--- src/design/serial_pkg.sv ---
// Summary of operation
// - Three modes: asynchronous start-stop, clock-synchronous, and clock-synchronous I/O interface.
// - Separate shift registers (12-bit transmit, 8-bit receive) and 8-bit holding buffers for transmit and receive.
// - One serial clock serves both ways; synchronous modes run one direction at once.
// - Async rate, length, stop count and parity come from low mode register.
// - Transmit works only while high mode register bit 2 is one.
// - Holding buffer moves to shift register once the previous character finished.
// - Each asynchronous character gets a start bit, optional parity, one or two stops; synchronous ones carry data only.
// - Data leaves the transmit pin least significant bit first, most significant first in I/O interface mode.
// - Transmit interrupt request raised when the holding buffer becomes empty.
// - Transmit bits change on serial clock fall; bit is 1, 16 or 64 clocks.
// - Transmit pin marks high when disabled or nothing is shifting.
// - Mask register bit 2 suppresses the transmit interrupt request.
// - Receive works only while high mode register bit 3 is one.
// - Low input starts reception, is confirmed half a bit later except at x1, then data, parity, stop sampled.
// - Complete character moves to receive buffer and raises receive interrupt request.
// - Mask register bit 1 suppresses the receive interrupt request.
// - With parity enabled, mismatch against odd or even sense sets an error flag.
// - A low stop bit sets the framing error flag.
// - Delivering into a still-full receive buffer sets the overrun flag.
// - Receive errors raise no interrupt; software tests the flags.
// - Serial clock external, or internal from osc/24, osc/384 or timer; internal driven out.
// - Rate field codes: 00 synchronous, 01 x1, 10 x16, 11 x64.
// - Reset loads low mode register 48 hex and high mode register 00 hex.
// - High mode register bits 0 and 1 choose internal or external clock source.
package serial_pkg;

  localparam logic [7:0] MODE_LOW_RST  = 8'h48;
  localparam logic [7:0] MODE_HIGH_RST = 8'h00;
  localparam logic [7:0] IRQ_MASK_RST  = 8'h00;

  localparam logic [2:0] IDX_MODE_LOW  = 3'h0;
  localparam logic [2:0] IDX_MODE_HIGH = 3'h1;
  localparam logic [2:0] IDX_IRQ_MASK  = 3'h2;
  localparam logic [2:0] IDX_THB    = 3'h3;
  localparam logic [2:0] IDX_RXBUF  = 3'h4;
  localparam logic [2:0] IDX_STATUS = 3'h5;

  localparam int TX_EN_POS     = 2;
  localparam int RX_EN_POS     = 3;
  localparam int IOE_BIT       = 5;
  localparam int PAR_EN_POS    = 4;
  localparam int PAR_SENSE_POS = 5;
  localparam int MK_TX_BIT = 2;
  localparam int MK_RX_BIT = 1;

  localparam logic [1:0] RATE_SYNC = 2'h0;
  localparam logic [1:0] RATE_X1   = 2'h1;
  localparam logic [1:0] RATE_X16  = 2'h2;
  localparam logic [1:0] RATE_X64  = 2'h3;
  localparam logic [1:0] LEN_7     = 2'h2;
  localparam logic [1:0] STOP_TWO  = 2'h3;

  localparam logic [1:0] SRC_TIMER = 2'h0;
  localparam logic [1:0] SRC_DIV24 = 2'h1;
  localparam logic [1:0] SRC_DIV384 = 2'h2;
  localparam logic [1:0] SRC_EXT   = 2'h3;

  localparam int DIV_FAST = 24;
  localparam int DIV_SLOW = 384;
  localparam int HALF_FAST = DIV_FAST / 2;
  localparam int HALF_SLOW = DIV_SLOW / 2;
  localparam logic [5:0] X16_LAST = 6'h0F;
  localparam logic [5:0] X64_LAST = 6'h3F;
  localparam logic [5:0] X16_MID  = 6'h07;
  localparam logic [5:0] X64_MID  = 6'h1F;

  localparam logic [1:0] RESP_OKAY   = 2'h0;
  localparam logic [1:0] RESP_SLVERR = 2'h2;

  typedef struct packed {
    logic        awvalid;
    logic [31:0] awaddr;
    logic        wvalid;
    logic [31:0] wdata;
    logic [3:0]  wstrb;
    logic        bready;
    logic        arvalid;
    logic [31:0] araddr;
    logic        rready;
  } axil_req_t;

  typedef struct packed {
    logic        awready;
    logic        wready;
    logic        bvalid;
    logic [1:0]  bresp;
    logic        arready;
    logic        rvalid;
    logic [31:0] rdata;
    logic [1:0]  rresp;
  } axil_rsp_t;

endpackage

--- src/design/serial_interface.sv ---
// Local design decisions: the AXI4-Lite interface to the registers and the register addresses.
`timescale 1ns/1ps
`default_nettype none
module serial_interface (
  input  wire logic                  aclk,
  input  wire logic                  aresetn,
  input  wire serial_pkg::axil_req_t req,
  output wire serial_pkg::axil_rsp_t rsp,
  input  wire logic                  rxd,
  input  wire logic                  sck_i,
  input  wire logic                  timer_output,
  output logic                       txd,
  output logic                       sck_o,
  output logic                       sck_oe,
  output logic                       transmit_irq,
  output logic                       receive_irq
);

  typedef struct packed {
    logic [2:0]  rxd_s;
    logic        rxd_f;
    logic [2:0]  sck_s;
    logic        sck_f;
    logic [2:0]  tmr_s;
    logic        tmr_f;
    logic [4:0]  c24;
    logic        lvl24;
    logic [8:0]  c384;
    logic        lvl384;
    logic        sck_prev;
    logic        sck_o;
    logic        sck_oe;
    logic [7:0]  serial_mode_low_reg;
    logic [7:0]  serial_mode_high_reg;
    logic [7:0]  irq_mask_high_reg;
    logic [7:0]  thb;
    logic        thb_full;
    logic        tx_busy;
    logic [11:0] tx_sh;
    logic [3:0]  tx_left;
    logic [5:0]  tx_pre;
    logic        txd;
    logic        rx_act;
    logic [7:0]  rx_sh;
    logic [3:0]  rx_idx;
    logic [5:0]  rx_pre;
    logic        rx_par;
    logic [7:0]  rbuf;
    logic        rbuf_full;
    logic        perr;
    logic        ferr;
    logic        oerr;
    logic        tx_irq;
    logic        rx_irq;
    logic        awready;
    logic        wready;
    logic [2:0]  aw_idx;
    logic        aw_bad;
    logic [7:0]  wdata;
    logic        wstb;
    logic        bvalid;
    logic [1:0]  bresp;
    logic        arready;
    logic        rvalid;
    logic [7:0]  rdata;
    logic [1:0]  rresp;
  } state_t;

  state_t st_r;
  state_t st_nxt;

  function automatic logic [5:0] bit_last(input logic [1:0] rate);
    logic [5:0] v;
    v = 6'h00;
    if (rate == serial_pkg::RATE_X16) begin
      v = serial_pkg::X16_LAST;
    end else if (rate == serial_pkg::RATE_X64) begin
      v = serial_pkg::X64_LAST;
    end
    return v;
  endfunction

  always_comb begin
    logic        fall;
    logic        rise;
    logic        int_lvl;
    logic        sck_now;
    logic        transmit_enable_bit;
    logic        receive_enable_bit;
    logic        sync;
    logic        ioe;
    logic        parity_enable_bit;
    logic        parity_sense_bit;
    logic [1:0]  src;
    logic        len7;
    logic [1:0]  rate;
    logic [3:0]  nb;
    logic        done;
    logic [11:0] fr;
    logic [7:0]  dm;
    logic [7:0]  rev;
    logic [3:0]  len;
    logic        deliver;
    logic [7:0]  dval;
    logic [7:0]  sh;
    logic [5:0]  tgt;
    st_nxt = st_r;
    fall = 1'b0;
    rise = 1'b0;
    int_lvl = 1'b0;
    sck_now = 1'b0;
    done = 1'b0;
    fr = 12'hFFF;
    dm = 8'h00;
    rev = 8'h00;
    len = 4'h0;
    deliver = 1'b0;
    dval = 8'h00;
    sh = 8'h00;
    tgt = 6'h00;
    transmit_enable_bit = st_r.serial_mode_high_reg[serial_pkg::TX_EN_POS];
    receive_enable_bit = st_r.serial_mode_high_reg[serial_pkg::RX_EN_POS];
    ioe = st_r.serial_mode_high_reg[serial_pkg::IOE_BIT];
    src = st_r.serial_mode_high_reg[1:0];
    parity_enable_bit = st_r.serial_mode_low_reg[serial_pkg::PAR_EN_POS];
    parity_sense_bit = st_r.serial_mode_low_reg[serial_pkg::PAR_SENSE_POS];
    rate = st_r.serial_mode_low_reg[1:0];
    sync = (rate == serial_pkg::RATE_SYNC);
    len7 = (st_r.serial_mode_low_reg[3:2] == serial_pkg::LEN_7);
    nb = len7 ? 4'h7 : 4'h8;

    // Pin inputs: a change counts once stages two and three agree
    st_nxt.rxd_s = {st_r.rxd_s[1:0], rxd};
    st_nxt.sck_s = {st_r.sck_s[1:0], sck_i};
    st_nxt.tmr_s = {st_r.tmr_s[1:0], timer_output};
    if (st_r.rxd_s[1] == st_r.rxd_s[2]) begin
      st_nxt.rxd_f = st_r.rxd_s[2];
    end
    if (st_r.sck_s[1] == st_r.sck_s[2]) begin
      st_nxt.sck_f = st_r.sck_s[2];
    end
    if (st_r.tmr_s[1] == st_r.tmr_s[2]) begin
      st_nxt.tmr_f = st_r.tmr_s[2];
    end

    // Oscillator dividers, half period per toggle
    if (st_r.c24 == 5'(serial_pkg::HALF_FAST - 1)) begin
      st_nxt.c24 = 5'h00;
      st_nxt.lvl24 = ~st_r.lvl24;
    end else begin
      st_nxt.c24 = st_r.c24 + 5'h01;
    end
    if (st_r.c384 == 9'(serial_pkg::HALF_SLOW - 1)) begin
      st_nxt.c384 = 9'h000;
      st_nxt.lvl384 = ~st_r.lvl384;
    end else begin
      st_nxt.c384 = st_r.c384 + 9'h001;
    end

    unique case (src)
      serial_pkg::SRC_TIMER:  int_lvl = st_r.tmr_f;
      serial_pkg::SRC_DIV24:  int_lvl = st_r.lvl24;
      serial_pkg::SRC_DIV384: int_lvl = st_r.lvl384;
      serial_pkg::SRC_EXT:    int_lvl = 1'b1;
    endcase
    sck_now = (src == serial_pkg::SRC_EXT) ? st_r.sck_f : int_lvl;
    st_nxt.sck_o = int_lvl;
    st_nxt.sck_oe = (src != serial_pkg::SRC_EXT);
    st_nxt.sck_prev = sck_now;
    // Shared clock for both directions
    fall = st_r.sck_prev & ~sck_now;
    rise = ~st_r.sck_prev & sck_now;
    st_nxt.tx_irq = 1'b0;
    st_nxt.rx_irq = 1'b0;

    // Transmit shifter advances on falling serial clock
    if (fall && st_r.tx_busy && transmit_enable_bit) begin
      if (st_r.tx_pre == bit_last(rate)) begin
        st_nxt.tx_pre = 6'h00;
        st_nxt.tx_sh = {1'b1, st_r.tx_sh[11:1]};
        st_nxt.tx_left = st_r.tx_left - 4'h1;
        if (st_r.tx_left == 4'h1) begin
          st_nxt.tx_busy = 1'b0;
          done = 1'b1;
        end
      end else begin
        st_nxt.tx_pre = st_r.tx_pre + 6'h01;
      end
    end

    // Load next character on the edge the last one ends, no idle gap
    if (fall && transmit_enable_bit && st_r.thb_full && (!st_r.tx_busy || done)) begin
      dm = len7 ? {1'b0, st_r.thb[6:0]} : st_r.thb;
      for (int i = 0; i < 8; i++) begin
        rev[i] = st_r.thb[7 - i];
      end
      if (sync) begin
        fr[7:0] = ioe ? rev : st_r.thb;
        len = 4'h8;
      end else begin
        fr[0] = 1'b0;
        for (int i = 0; i < 8; i++) begin
          if (i < int'(nb)) begin
            fr[i + 1] = dm[i];
          end
        end
        if (parity_enable_bit) begin
          fr[nb + 4'h1] = ^dm ^ ~parity_sense_bit;
        end
        len = nb + 4'h2 + {3'h0, parity_enable_bit}
          + ((st_r.serial_mode_low_reg[7:6] == serial_pkg::STOP_TWO) ? 4'h1 : 4'h0);
      end
      st_nxt.tx_sh = fr;
      st_nxt.tx_left = len;
      st_nxt.tx_pre = 6'h00;
      st_nxt.tx_busy = 1'b1;
      st_nxt.thb_full = 1'b0;
      st_nxt.tx_irq = ~st_r.irq_mask_high_reg[serial_pkg::MK_TX_BIT];
    end
    st_nxt.txd = (transmit_enable_bit && st_nxt.tx_busy) ? st_nxt.tx_sh[0] : 1'b1;

    // Write channel: address and data taken in either order
    if (req.awvalid && st_r.awready) begin
      st_nxt.awready = 1'b0;
      st_nxt.aw_idx = req.awaddr[4:2];
      st_nxt.aw_bad = (req.awaddr[31:5] != 27'h0000000)
        || (req.awaddr[4:2] > serial_pkg::IDX_STATUS);
    end
    if (req.wvalid && st_r.wready) begin
      st_nxt.wready = 1'b0;
      st_nxt.wdata = req.wdata[7:0];
      st_nxt.wstb = req.wstrb[0];
    end
    if (st_r.bvalid && req.bready) begin
      st_nxt.bvalid = 1'b0;
      st_nxt.awready = 1'b1;
      st_nxt.wready = 1'b1;
    end else if (!st_nxt.awready && !st_nxt.wready && !st_r.bvalid) begin
      st_nxt.bvalid = 1'b1;
      st_nxt.bresp = st_nxt.aw_bad ? serial_pkg::RESP_SLVERR : serial_pkg::RESP_OKAY;
      // Write after transmit load so a new byte is never lost
      if (st_nxt.wstb && !st_nxt.aw_bad) begin
        unique case (st_nxt.aw_idx)
          serial_pkg::IDX_MODE_LOW: st_nxt.serial_mode_low_reg = st_nxt.wdata;
          serial_pkg::IDX_MODE_HIGH: st_nxt.serial_mode_high_reg = st_nxt.wdata;
          serial_pkg::IDX_IRQ_MASK: st_nxt.irq_mask_high_reg = st_nxt.wdata;
          serial_pkg::IDX_THB: begin
            st_nxt.thb = st_nxt.wdata;
            st_nxt.thb_full = 1'b1;
          end
          default: begin
          end
        endcase
      end
    end

    // Read channel; clears here so receive sets below win
    if (st_r.rvalid && req.rready) begin
      st_nxt.rvalid = 1'b0;
      st_nxt.arready = 1'b1;
    end
    if (req.arvalid && st_r.arready) begin
      st_nxt.arready = 1'b0;
      st_nxt.rvalid = 1'b1;
      st_nxt.rresp = serial_pkg::RESP_OKAY;
      st_nxt.rdata = 8'h00;
      if (req.araddr[31:5] != 27'h0000000 || req.araddr[4:2] > serial_pkg::IDX_STATUS) begin
        st_nxt.rresp = serial_pkg::RESP_SLVERR;
      end else begin
        unique case (req.araddr[4:2])
          serial_pkg::IDX_MODE_LOW:  st_nxt.rdata = st_r.serial_mode_low_reg;
          serial_pkg::IDX_MODE_HIGH: st_nxt.rdata = st_r.serial_mode_high_reg;
          serial_pkg::IDX_IRQ_MASK:  st_nxt.rdata = st_r.irq_mask_high_reg;
          serial_pkg::IDX_THB:   st_nxt.rdata = st_r.thb;
          serial_pkg::IDX_RXBUF: begin
            st_nxt.rdata = st_r.rbuf;
            st_nxt.rbuf_full = 1'b0;
          end
          serial_pkg::IDX_STATUS: begin
            st_nxt.rdata = {2'h0, st_r.tx_busy, st_r.oerr, st_r.ferr, st_r.perr,
                            st_r.rbuf_full, ~st_r.thb_full};
            // Testing the flags is the only way to see and clear them
            st_nxt.perr = 1'b0;
            st_nxt.ferr = 1'b0;
            st_nxt.oerr = 1'b0;
          end
          default: begin
          end
        endcase
      end
    end

    // Receiver samples on rising serial clock
    if (!receive_enable_bit) begin
      st_nxt.rx_act = 1'b0;
      st_nxt.rx_idx = 4'h0;
    end else if (rise && sync) begin
      // Half duplex: receive holds off while transmitting
      if (!st_r.tx_busy) begin
        sh = ioe ? {st_r.rx_sh[6:0], st_r.rxd_f} : {st_r.rxd_f, st_r.rx_sh[7:1]};
        st_nxt.rx_sh = sh;
        if (st_r.rx_idx == 4'h7) begin
          st_nxt.rx_idx = 4'h0;
          deliver = 1'b1;
          dval = sh;
        end else begin
          st_nxt.rx_idx = st_r.rx_idx + 4'h1;
        end
      end
    end else if (rise && !st_r.rx_act) begin
      // At x1 the line is taken as aligned, so no confirm delay
      if (!st_r.rxd_f) begin
        st_nxt.rx_act = 1'b1;
        st_nxt.rx_pre = 6'h00;
        st_nxt.rx_par = 1'b0;
        st_nxt.rx_idx = (rate == serial_pkg::RATE_X1) ? 4'h1 : 4'h0;
      end
    end else if (rise) begin
      tgt = bit_last(rate);
      if (st_r.rx_idx == 4'h0) begin
        tgt = (rate == serial_pkg::RATE_X64) ? serial_pkg::X64_MID : serial_pkg::X16_MID;
      end
      if (st_r.rx_pre != tgt) begin
        st_nxt.rx_pre = st_r.rx_pre + 6'h01;
      end else begin
        st_nxt.rx_pre = 6'h00;
        st_nxt.rx_idx = st_r.rx_idx + 4'h1;
        if (st_r.rx_idx == 4'h0) begin
          // Glitch shorter than half a bit is dropped
          if (st_r.rxd_f) begin
            st_nxt.rx_act = 1'b0;
          end
        end else if (st_r.rx_idx <= nb) begin
          st_nxt.rx_sh = {st_r.rxd_f, st_r.rx_sh[7:1]};
          st_nxt.rx_par = st_r.rx_par ^ st_r.rxd_f;
        end else if (parity_enable_bit && st_r.rx_idx == nb + 4'h1) begin
          if ((st_r.rx_par ^ st_r.rxd_f) != ~parity_sense_bit) begin
            st_nxt.perr = 1'b1;
          end
        end else begin
          // Only the first stop bit is checked
          if (!st_r.rxd_f) begin
            st_nxt.ferr = 1'b1;
          end
          st_nxt.rx_act = 1'b0;
          deliver = 1'b1;
          dval = len7 ? {1'b0, st_r.rx_sh[7:1]} : st_r.rx_sh;
        end
      end
    end

    if (deliver) begin
      if (st_nxt.rbuf_full) begin
        st_nxt.oerr = 1'b1;
      end
      st_nxt.rbuf = dval;
      st_nxt.rbuf_full = 1'b1;
      st_nxt.rx_irq = ~st_r.irq_mask_high_reg[serial_pkg::MK_RX_BIT];
    end
  end

  always_ff @(posedge aclk) begin
    if (!aresetn) begin
      st_r <= '0;
      st_r.rxd_s <= 3'h7;
      st_r.rxd_f <= 1'b1;
      st_r.serial_mode_low_reg <= serial_pkg::MODE_LOW_RST;
      st_r.serial_mode_high_reg <= serial_pkg::MODE_HIGH_RST;
      st_r.irq_mask_high_reg <= serial_pkg::IRQ_MASK_RST;
      st_r.tx_sh <= 12'hFFF;
      st_r.txd <= 1'b1;
      st_r.awready <= 1'b1;
      st_r.wready <= 1'b1;
      st_r.arready <= 1'b1;
    end else begin
      st_r <= st_nxt;
    end
  end

  assign rsp.awready = st_r.awready;
  assign rsp.wready = st_r.wready;
  assign rsp.bvalid = st_r.bvalid;
  assign rsp.bresp = st_r.bresp;
  assign rsp.arready = st_r.arready;
  assign rsp.rvalid = st_r.rvalid;
  assign rsp.rdata = {24'h000000, st_r.rdata};
  assign rsp.rresp = st_r.rresp;
  assign txd = st_r.txd;
  assign sck_o = st_r.sck_o;
  assign sck_oe = st_r.sck_oe;
  assign transmit_irq = st_r.tx_irq;
  assign receive_irq = st_r.rx_irq;

endmodule
`default_nettype wire

--- config.mk ---
export PLATFORM = sky130hd
export DESIGN_NAME = serial_interface
export DESIGN_NICKNAME = d
export VERILOG_FILES = /design/src/design/serial_pkg.sv /design/src/design/serial_interface.sv
export SDC_FILE = /design/constraint.sdc
export NUM_CORES = 1
export LEC_CHECK = 0
export ABC_AREA = 1
export CAP_MARGIN = 40
export CORE_AREA = 2 2 163 165
export CTS_BUF_LIST = sky130_fd_sc_hd__clkbuf_2 sky130_fd_sc_hd__clkbuf_4 sky130_fd_sc_hd__clkbuf_8
export DETAILED_ROUTE_END_ITERATION = 6
export DIE_AREA = 0 0 165 167
export DONT_BUFFER_PORTS = 1
export SYNTH_ARGS = -nofsm -noshare
export SYNTH_HDL_FRONTEND = slang
export SYNTH_SLANG_ARGS = --single-unit
--- constraint.sdc ---
create_clock -name aclk -period 6.6 [get_ports aclk]
set_input_delay 1.98 -clock aclk [delete_from_list [all_inputs] [get_ports aclk]]
set_output_delay 1.98 -clock aclk [all_outputs]
set_load 0.03 [all_outputs]
**Word-level counts from Yosys, hierarchy flattened**

Index checks and enable logic that the tools add are counted.

- Register bits: 152
- Input bits: 110
- Output and inout bits: 46
- Logic and storage cells: 317

- Add/subtract/negate cells: 10
- Order comparisons: 13
- Equality and inequality tests: 40
- Muxes and demuxes: 129
- Bitwise logic cells: 15
- Reduce and logical (&&, ||, !) cells: 62

Operators with widths:

| cell | number |
|---|---|
| $mux 8 | 19 |
| $mux 1 | 65 |
| $mux 6 | 10 |
| $reduce_bool 27->1 | 2 |
| $mux 12 | 4 |
| $pmux 8 s6 | 1 |
| $mux 4 | 7 |
| $mux 24 | 1 |
| $reduce_and 4->1 | 6 |
| $mux 23 | 1 |
| $mux 11 | 2 |
| $reduce_and 7->1 | 3 |
| $mux 2 | 10 |
| $mux 20 | 1 |
| $logic_and 1x1->1 | 18 |
| $mux 17 | 1 |
| $lt 3x4->1 const A | 4 |
| $ne 2x2->1 const B | 8 |
| $ne 3x3->1 const B | 5 |
| $reduce_bool 2->1 | 7 |
| $mux 13 | 1 |
| $add 6x1->6 const B | 2 |
| $bwmux 12 | 1 |
| $eq 2x2->1 const B | 6 |
| other kinds (42) | 84 |

**Longest topological paths before layout**

Gate-level depths: netlist of the first run.

- Depth after elaboration: 22
- Depth in mapped cells: 18
- Gate-level depth less buffers: 18

**Worst setup path after synthesis of the first run**

Ideal clock, no wire load.

- Path kind: input to register
- Start: input req[82] (netlist bit)
- End: register st_r[105] (netlist bit)
- Library setup time: 0.116 ns
- Arrival: 3.184 ns
- Required time: 6.484 ns
- Setup slack: 3.300 ns
- Stages: 9
- Path buffers: 1
- Cells stage by stage: nor2_1 nand2_1 nor3_1 nand3_1 o21bai_2 nand4_1 clkbuf_1 o21ai_0 nor2_1

- Word-level cells in the longest chain between the ends: 6

RTL lines:

| item | RTL line | source |
|---|---|---|
| from (decl) | serial_interface.sv:7 | `input wire serial_pkg::axil_req_t req,` |
| $reduce_bool 27->1 | serial_interface.sv:226 | `st_nxt.aw_bad = (req.awaddr[31:5] != 27'h0000000)` |
| $logic_or 1x1->1 | serial_interface.sv:227 | `\|\| (req.awaddr[4:2] > serial_pkg::IDX_STATUS);` |
| $mux 4 | serial_interface.sv:223 | `if (req.awvalid && st_r.awready) begin` |
| $logic_not 1->1 | serial_interface.sv:242 | `if (st_nxt.wstb && !st_nxt.aw_bad) begin` |
| $logic_and 1x1->1 | serial_interface.sv:242 |  |
| $reduce_and 4->1 (no line) | n/a |  |
| to (signal assigned) | serial_interface.sv:376 | `st_r <= st_nxt;` |
| to (decl) | serial_interface.sv:69 | `state_t st_r;` |

No other way between the ends.
A chain may end at the register's enable or synchronous reset.

**Worst setup path in the final report of the first run**

- Start: input req[71] (netlist bit)
- End: register st_r[105] (netlist bit)

- Word-level cells in the longest chain between the ends: 6
- Elaborated cells on any way between the ends: 8
- Classes of those cells: mux: 2; reduce/logical: 6

RTL lines:

| item | RTL line | source |
|---|---|---|
| $logic_and 1x1->1 * | serial_interface.sv:229 | `if (req.wvalid && st_r.wready) begin` |
| $mux 1 | serial_interface.sv:229 |  |
| $logic_not 1->1 | serial_interface.sv:238 | `end else if (!st_nxt.awready && !st_nxt.wready && !st_r.bvalid) begin` |
| $logic_and 1x1->1 (2 in series) | serial_interface.sv:238 |  |
| $reduce_and 4->1 (no line) | n/a |  |

Mark *: on every way between the ends. The rest lies on a longest branch, timed or not.

==> impl_metrics.ini, run 1 <==
[sta]
fin_crit_sh_pct = 52.35
setup_tns_ps = 0
grt_setup_unrepaired = false
slew_viol_final = 0
hold_viol_final = 0
finalSetupViolCount = 0
fmax_mhz = 289.4
finClkSkew_ps = 14.64
worst_slack_ps = 3145
period_minus_slack_ps = 3455
fin_hold_ws_ps = 427.3
max_slew.worst_pin.slew_ps = 752.9
maxSlewHeadroom_pct = 49.66

[setup_path]
critPathLaunchType = input port
critPathMaxStageDelay_ps = 620
crit_required_ps = 6970
cpMostUsedCell = o21ai_0
endpoint_kind = flip-flop
worstPathCellList = nand2_1 > o21ai_0 > inv_1 > nand4_1 > o21ai_0 > nor2_1
cp.arrival_ps = 3820
worst-path-max-fanout = 18
critical_path_class = input port to flip-flop
cp_slowest_cell = nand4_1

[clocking]
cts_tree = built
htree_levels = 4
root_buffer = clkbuf_8
numCtsBuffers = 17
clock_latency_ps = 470
cts.clk_slew.worst_paths_ps = 100
cts_sinks = 150
cts_buffer_depth = 2
hold_buffers = 0
cts-resized-gates = 0
cts_setup_buffers = 0

[synthesis]
yosys_register_bits = 150
synth_area_mm2 = 0.008154
synth_edf_count = 0
ys_types = 48
synth.area.top_cells = dfxtp_1 (37%), nand2_1 (13%), inv_1 (8.1%)
async_flop_share_pct = 0
synth_cells = 1224
ys.flop_type = dfxtp_1
seq_area_frac_synth_pct = 36.83
synth_top_area_cell = dfxtp_1
synth-warning-count = 0
netlist.area_leader.share_pct = 36.83
avgSynthCellArea_um2 = 6.662

[cells_and_area]
fin_util_pct = 33.76
syn2layout_area_growth_pct = 6.659
antenna_cells = 0
drive_gt1_share_pct = 6.694
final_cells = 1545
fin_nets = 1321

[global_routing]
antenna_found_initial = 0
grt_overflow = 0
grt_first_pass_wirelength_mm = 31.99
grt_max_degree = 81
track_usage_pct = 14.49
first_global_vias = 6490

[run_status]
outcome = finished, final reports clean

[route]
drtIter0Drc = 646
vias = 7256
wl_per_cell_um = 12.78
routed_wl_mm = 19.74
drc_errors = 0
vias_per_cell = 4.696
ant_nets = 0
drtPass1Iterations = 5

[placed_design]
portBuffers = 0
dp.cells = 1513
pre_cts_slack_ps = 2630
gp_congestion = 0.8232
dp_hpwl_mm = 14.21

[power_and_ir_drop]
leakage_nw = 3.865
irDropWorstVdd_mv = 0.1496
powerDensity_mw_per_mm2 = 212.4

[floorplan]
rows = 59
chipWidth_um = 165
die_y_um = 167
io_pins = 156
core_region_area_mm2 = 0.02576
die_area_mm2 = 0.02756
start_util_pct = 31.65

[hold_path]
hp-class = flip-flop to flip-flop

[job]
cap_viol_max_count = 0
per-stage QoR:
stage / power [mW] / instance area [µm²]
CTS: 1.866 / 8697
finish: 1.847 / 8697
floorplan: 1.086 / 8248
global route: 1.924 / 8697
global placement: 1.088 / 8214
detailed placement: 1.092 / 8264
final timing paths:
check,end,cells past startpoint,startpoint,slack [ps]
hold / removal,st_nxt[147],2,st_nxt[146],430
setup reg to reg,st_r[105],7,rsp[39],4030
hold reg to reg,st_nxt[147],2,st_nxt[146],430
setup / recovery,st_r[105],6,req[71],3150
cells in the mapped netlist (4+ instances only):
cell type    n
nand2_1    273
inv_1      176
nor2_1     167
dfxtp_1    150
o21ai_0    102
a21oi_1     58
nand3_1     49
buf_4       46
nand4_1     25
clkbuf_1    22
o22ai_1     17
nor3_1      14
ha_1        13
xor2_1      12
nand3b_1     9
nand2_2      8
inv_2        7
buf_2        6
nand3_2      6
o21ai_1      6
o31ai_1      6
nor3b_1      5
or2_2        5
nand2_4      4
nor2_2       4
nor2_4       4
cell usage in the layout (no fill, tap or decap), drive strengths merged, types with 2 or more instances in the layout:
master	count
a211oi	2
a21oi	58
buf	5
bufinv	2
clkbuf	18
clkinv	4
clkinvlp	2
conb	26
dfxtp	150
ha	13
inv	190
nand2	285
nand3	56
nand3b	9
nand4	27
nor2	175
nor3	14
nor3b	6
o211ai	3
o21ai	108
o21bai	2
o221ai	3
o22ai	17
o31ai	6
or2	5
xnor2	3
xor2	12
sequential cells by signal, indices dropped and copies added (netlist names):
signal,cells
receive_irq,1
txd,1
sck_o,1
st_nxt,6
transmit_irq,1
st_r,124
rsp,15
sck_oe,1
cell families (layout without fill, tap and decap cells):
kind of cell	Yosys count	after routing	synth area share (%)
multiplexers	1	1	0.1228
other	1	26	0.04599
AO/OA/AOI/OAI	203	203	13.43
XOR/XNOR	15	15	1.611
buffers and inverters	260	221	14.27
flip-flops	150	150	36.83
adder cells (fa/ha/maj)	14	14	2.240
AND/OR/NAND/NOR	580	580	31.46
area by class of cell:
cell class,instances,area [µm²]
sequential,150,3003
clock inverter,14,185.2
inverter,184,690.7
clock buffer,18,247.7
timing repair buffer,5,65.06
tap,335,419.2
fill,2753,17070
multi-input combinational,839,4086
worst max-delay path: cells and delay by family:
kind,cells,cell delay [ps]
and+or+nand+nor,3,1080
buffers and inverters,1,160
AOI/OAI and AO/OA,2,610
power by group:
group	switching [mW]	leakage (nW)	internal (mW)
registers	0.0194	1.22	0.924
clock network	0.411	0.212	0.365
logic	0.0946	2.44	0.0333
metal layers:
metal | wire length (µm) | up-vias | global-route usage [%]
met2 | 8621 | 167 | 22.59
met4 | 218 | 0 | 3.781
met3 | 977 | 16 | 2.964
met5 | 0 | - | 0
met1 | 9922 | 3307 | 20.30
li1 | - | 3766 | -
No activity file was read; power rests on OpenSTA's default activity.
==> run 2, diff against run 1 <==
clock period = 3.6 ns   (was 6.6 ns; I/O delays follow)
==> impl_metrics.ini, run 2 (synthesis gave the netlist of run 1 again) <==
[run_status]
outcome = finished, final reports clean

[clocking]
numCtsBuffers = 17
root_buffer = clkbuf_8
cts.clk_slew.worst_paths_ps = 100
htree_levels = 4
clock_latency_ps = 460
cts_tree = built
cts_buffer_depth = 2
cts-resized-gates = 0
hold_buffers = 0
cts_sinks = 150
cts_setup_buffers = 0

[cells_and_area]
fin_nets = 1327
final_cell_mix = nand2_1 (273), inv_1 (176), nor2_1 (167), dfxtp_1 (150), o21ai_0 (102)
drive_gt1_share_pct = 7.072
syn2layout_area_growth_pct = 7.012
antenna_cells = 0
top_register = st_r
largest_reg_flops = 124
final_common_cell = nand2_1

[route]
drtPass1Iterations = 5
drc_errors = 0
wl_per_cell_um = 12.88
vias = 7287
vias_per_cell = 4.698
drtIter0Drc = 535
routed_wl_mm = 19.98
ant_nets = 0

[placed_design]
portBuffers = 0
dp_hpwl_mm = 14.32
gp_congestion = 0.8336
pre_cts_slack_ps = 787.1

[power_and_ir_drop]
leakage_nw = 3.890
powerDensity_mw_per_mm2 = 391.1
irDropWorstVdd_mv = 0.1936

[floorplan]
chipWidth_um = 165
die_area_mm2 = 0.02756
die_y_um = 167
start_util_pct = 31.65
rows = 59
core_region_area_mm2 = 0.02576
io_pins = 156

[setup_path]
worst-path-max-fanout = 13
cp.arrival_ps = 2930
critPathLaunchType = flip-flop
endpoint_kind = flip-flop
crit_required_ps = 4010
critical_path_class = flip-flop to flip-flop

[sta]
slew_viol_final = 0
fmax_mhz = 396.6
finalSetupViolCount = 0
hold_viol_final = 0
max_slew.worst_pin.slew_ps = 725.0
maxSlewHeadroom_pct = 51.49
grt_setup_unrepaired = false
worst_slack_ps = 1079
fin_crit_sh_pct = 70.04
setup_tns_ps = 0
finClkSkew_ps = 16.84
period_minus_slack_ps = 2521

[global_routing]
track_usage_pct = 15.03
first_global_vias = 6571
grt_max_degree = 81
antenna_found_initial = 0
grt_first_pass_wirelength_mm = 32.92
grt_overflow = 0

[hold_path]
hp-class = flip-flop to flip-flop

[job]
cap_viol_max_count = 0
run 2: changes by cell type in the layout (fill, tap and decap cells not counted):
| cell | delta |
|---|---|
| inv_6 | -1 |
| buf_4 | +7 |
| clkinvlp_4 | -1 |
| buf_16 | -1 |
| clkbuf_8 | -1 |
| a211oi_2 | -1 |
| a211oi_1 | +1 |
| inv_8 | +2 |
| clkinv_8 | +1 |
run 2: per-layer routing:
| metal | routed length (µm) | GRT usage, % | vias up |
|---|---|---|---|
| met3 | 1202 | 3.238 | 20 |
| met5 | 0 | 0 | - |
| met1 | 9626 | 21.05 | 3286 |
| li1 | - | - | 3786 |
| met2 | 8846 | 22.97 | 195 |
| met4 | 300 | 4.688 | 0 |
run 2: worst paths after layout:
check         startpoint     endpoint  slack [ps]  cells after the start
min reg2reg  st_nxt[146]  st_nxt[147]         430                      2
max reg2reg     st_r[51]     st_r[61]        1080                     15
min          st_nxt[146]  st_nxt[147]         430                      2
max             st_r[51]     st_r[61]        1080                     15
run 2: metrics by stage:
stage	instances	power (mW)	area, µm²	hold slack [ps]	utilization, %
floorplan	1249	1.991	8248	390.5	-
global placement	1518	2.000	8269	405.6	32.10
detailed placement	1519	2.004	8284	399.3	32.15
CTS	1551	3.456	8726	431.3	33.87
global route	1551	3.573	8726	454.6	33.87
finish	1551	3.413	8726	426.2	33.87
run 2: power breakdown:
| part | switching [mW] | total [mW] | internal [mW] |
|---|---|---|---|
| logic | 0.174 | 0.236 | 0.0625 |
| clock network | 0.783 | 1.45 | 0.663 |
| registers | 0.0354 | 1.73 | 1.69 |
| total | 0.993 | 3.41 | 2.42 |
run 2: cell type report:
type / count / area (µm²)
Inverter: 184 / 690.7
Multi-Input combinational cell: 839 / 4081
Clock buffer: 17 / 234.0
Timing Repair Buffer: 11 / 90.09
Fill cell: 2761 / 17040
Clock inverter: 15 / 207.7
Sequential cell: 150 / 3003
Tap cell: 335 / 419.2
run 2: worst max-delay path: stages (launching register included):
cell and delay, ps:
dfxtp_1 360, inv_1 110, ha_1 270, nand2_4 140, nand2_1 60, nand2_1 60
nand2_1 40, inv_1 60, nand2_2 60, nor2_4 370, nand3_1 130, nand2_1 400
nand2_1 190, nand2_1 90, nand2_1 50, nor2_1 80
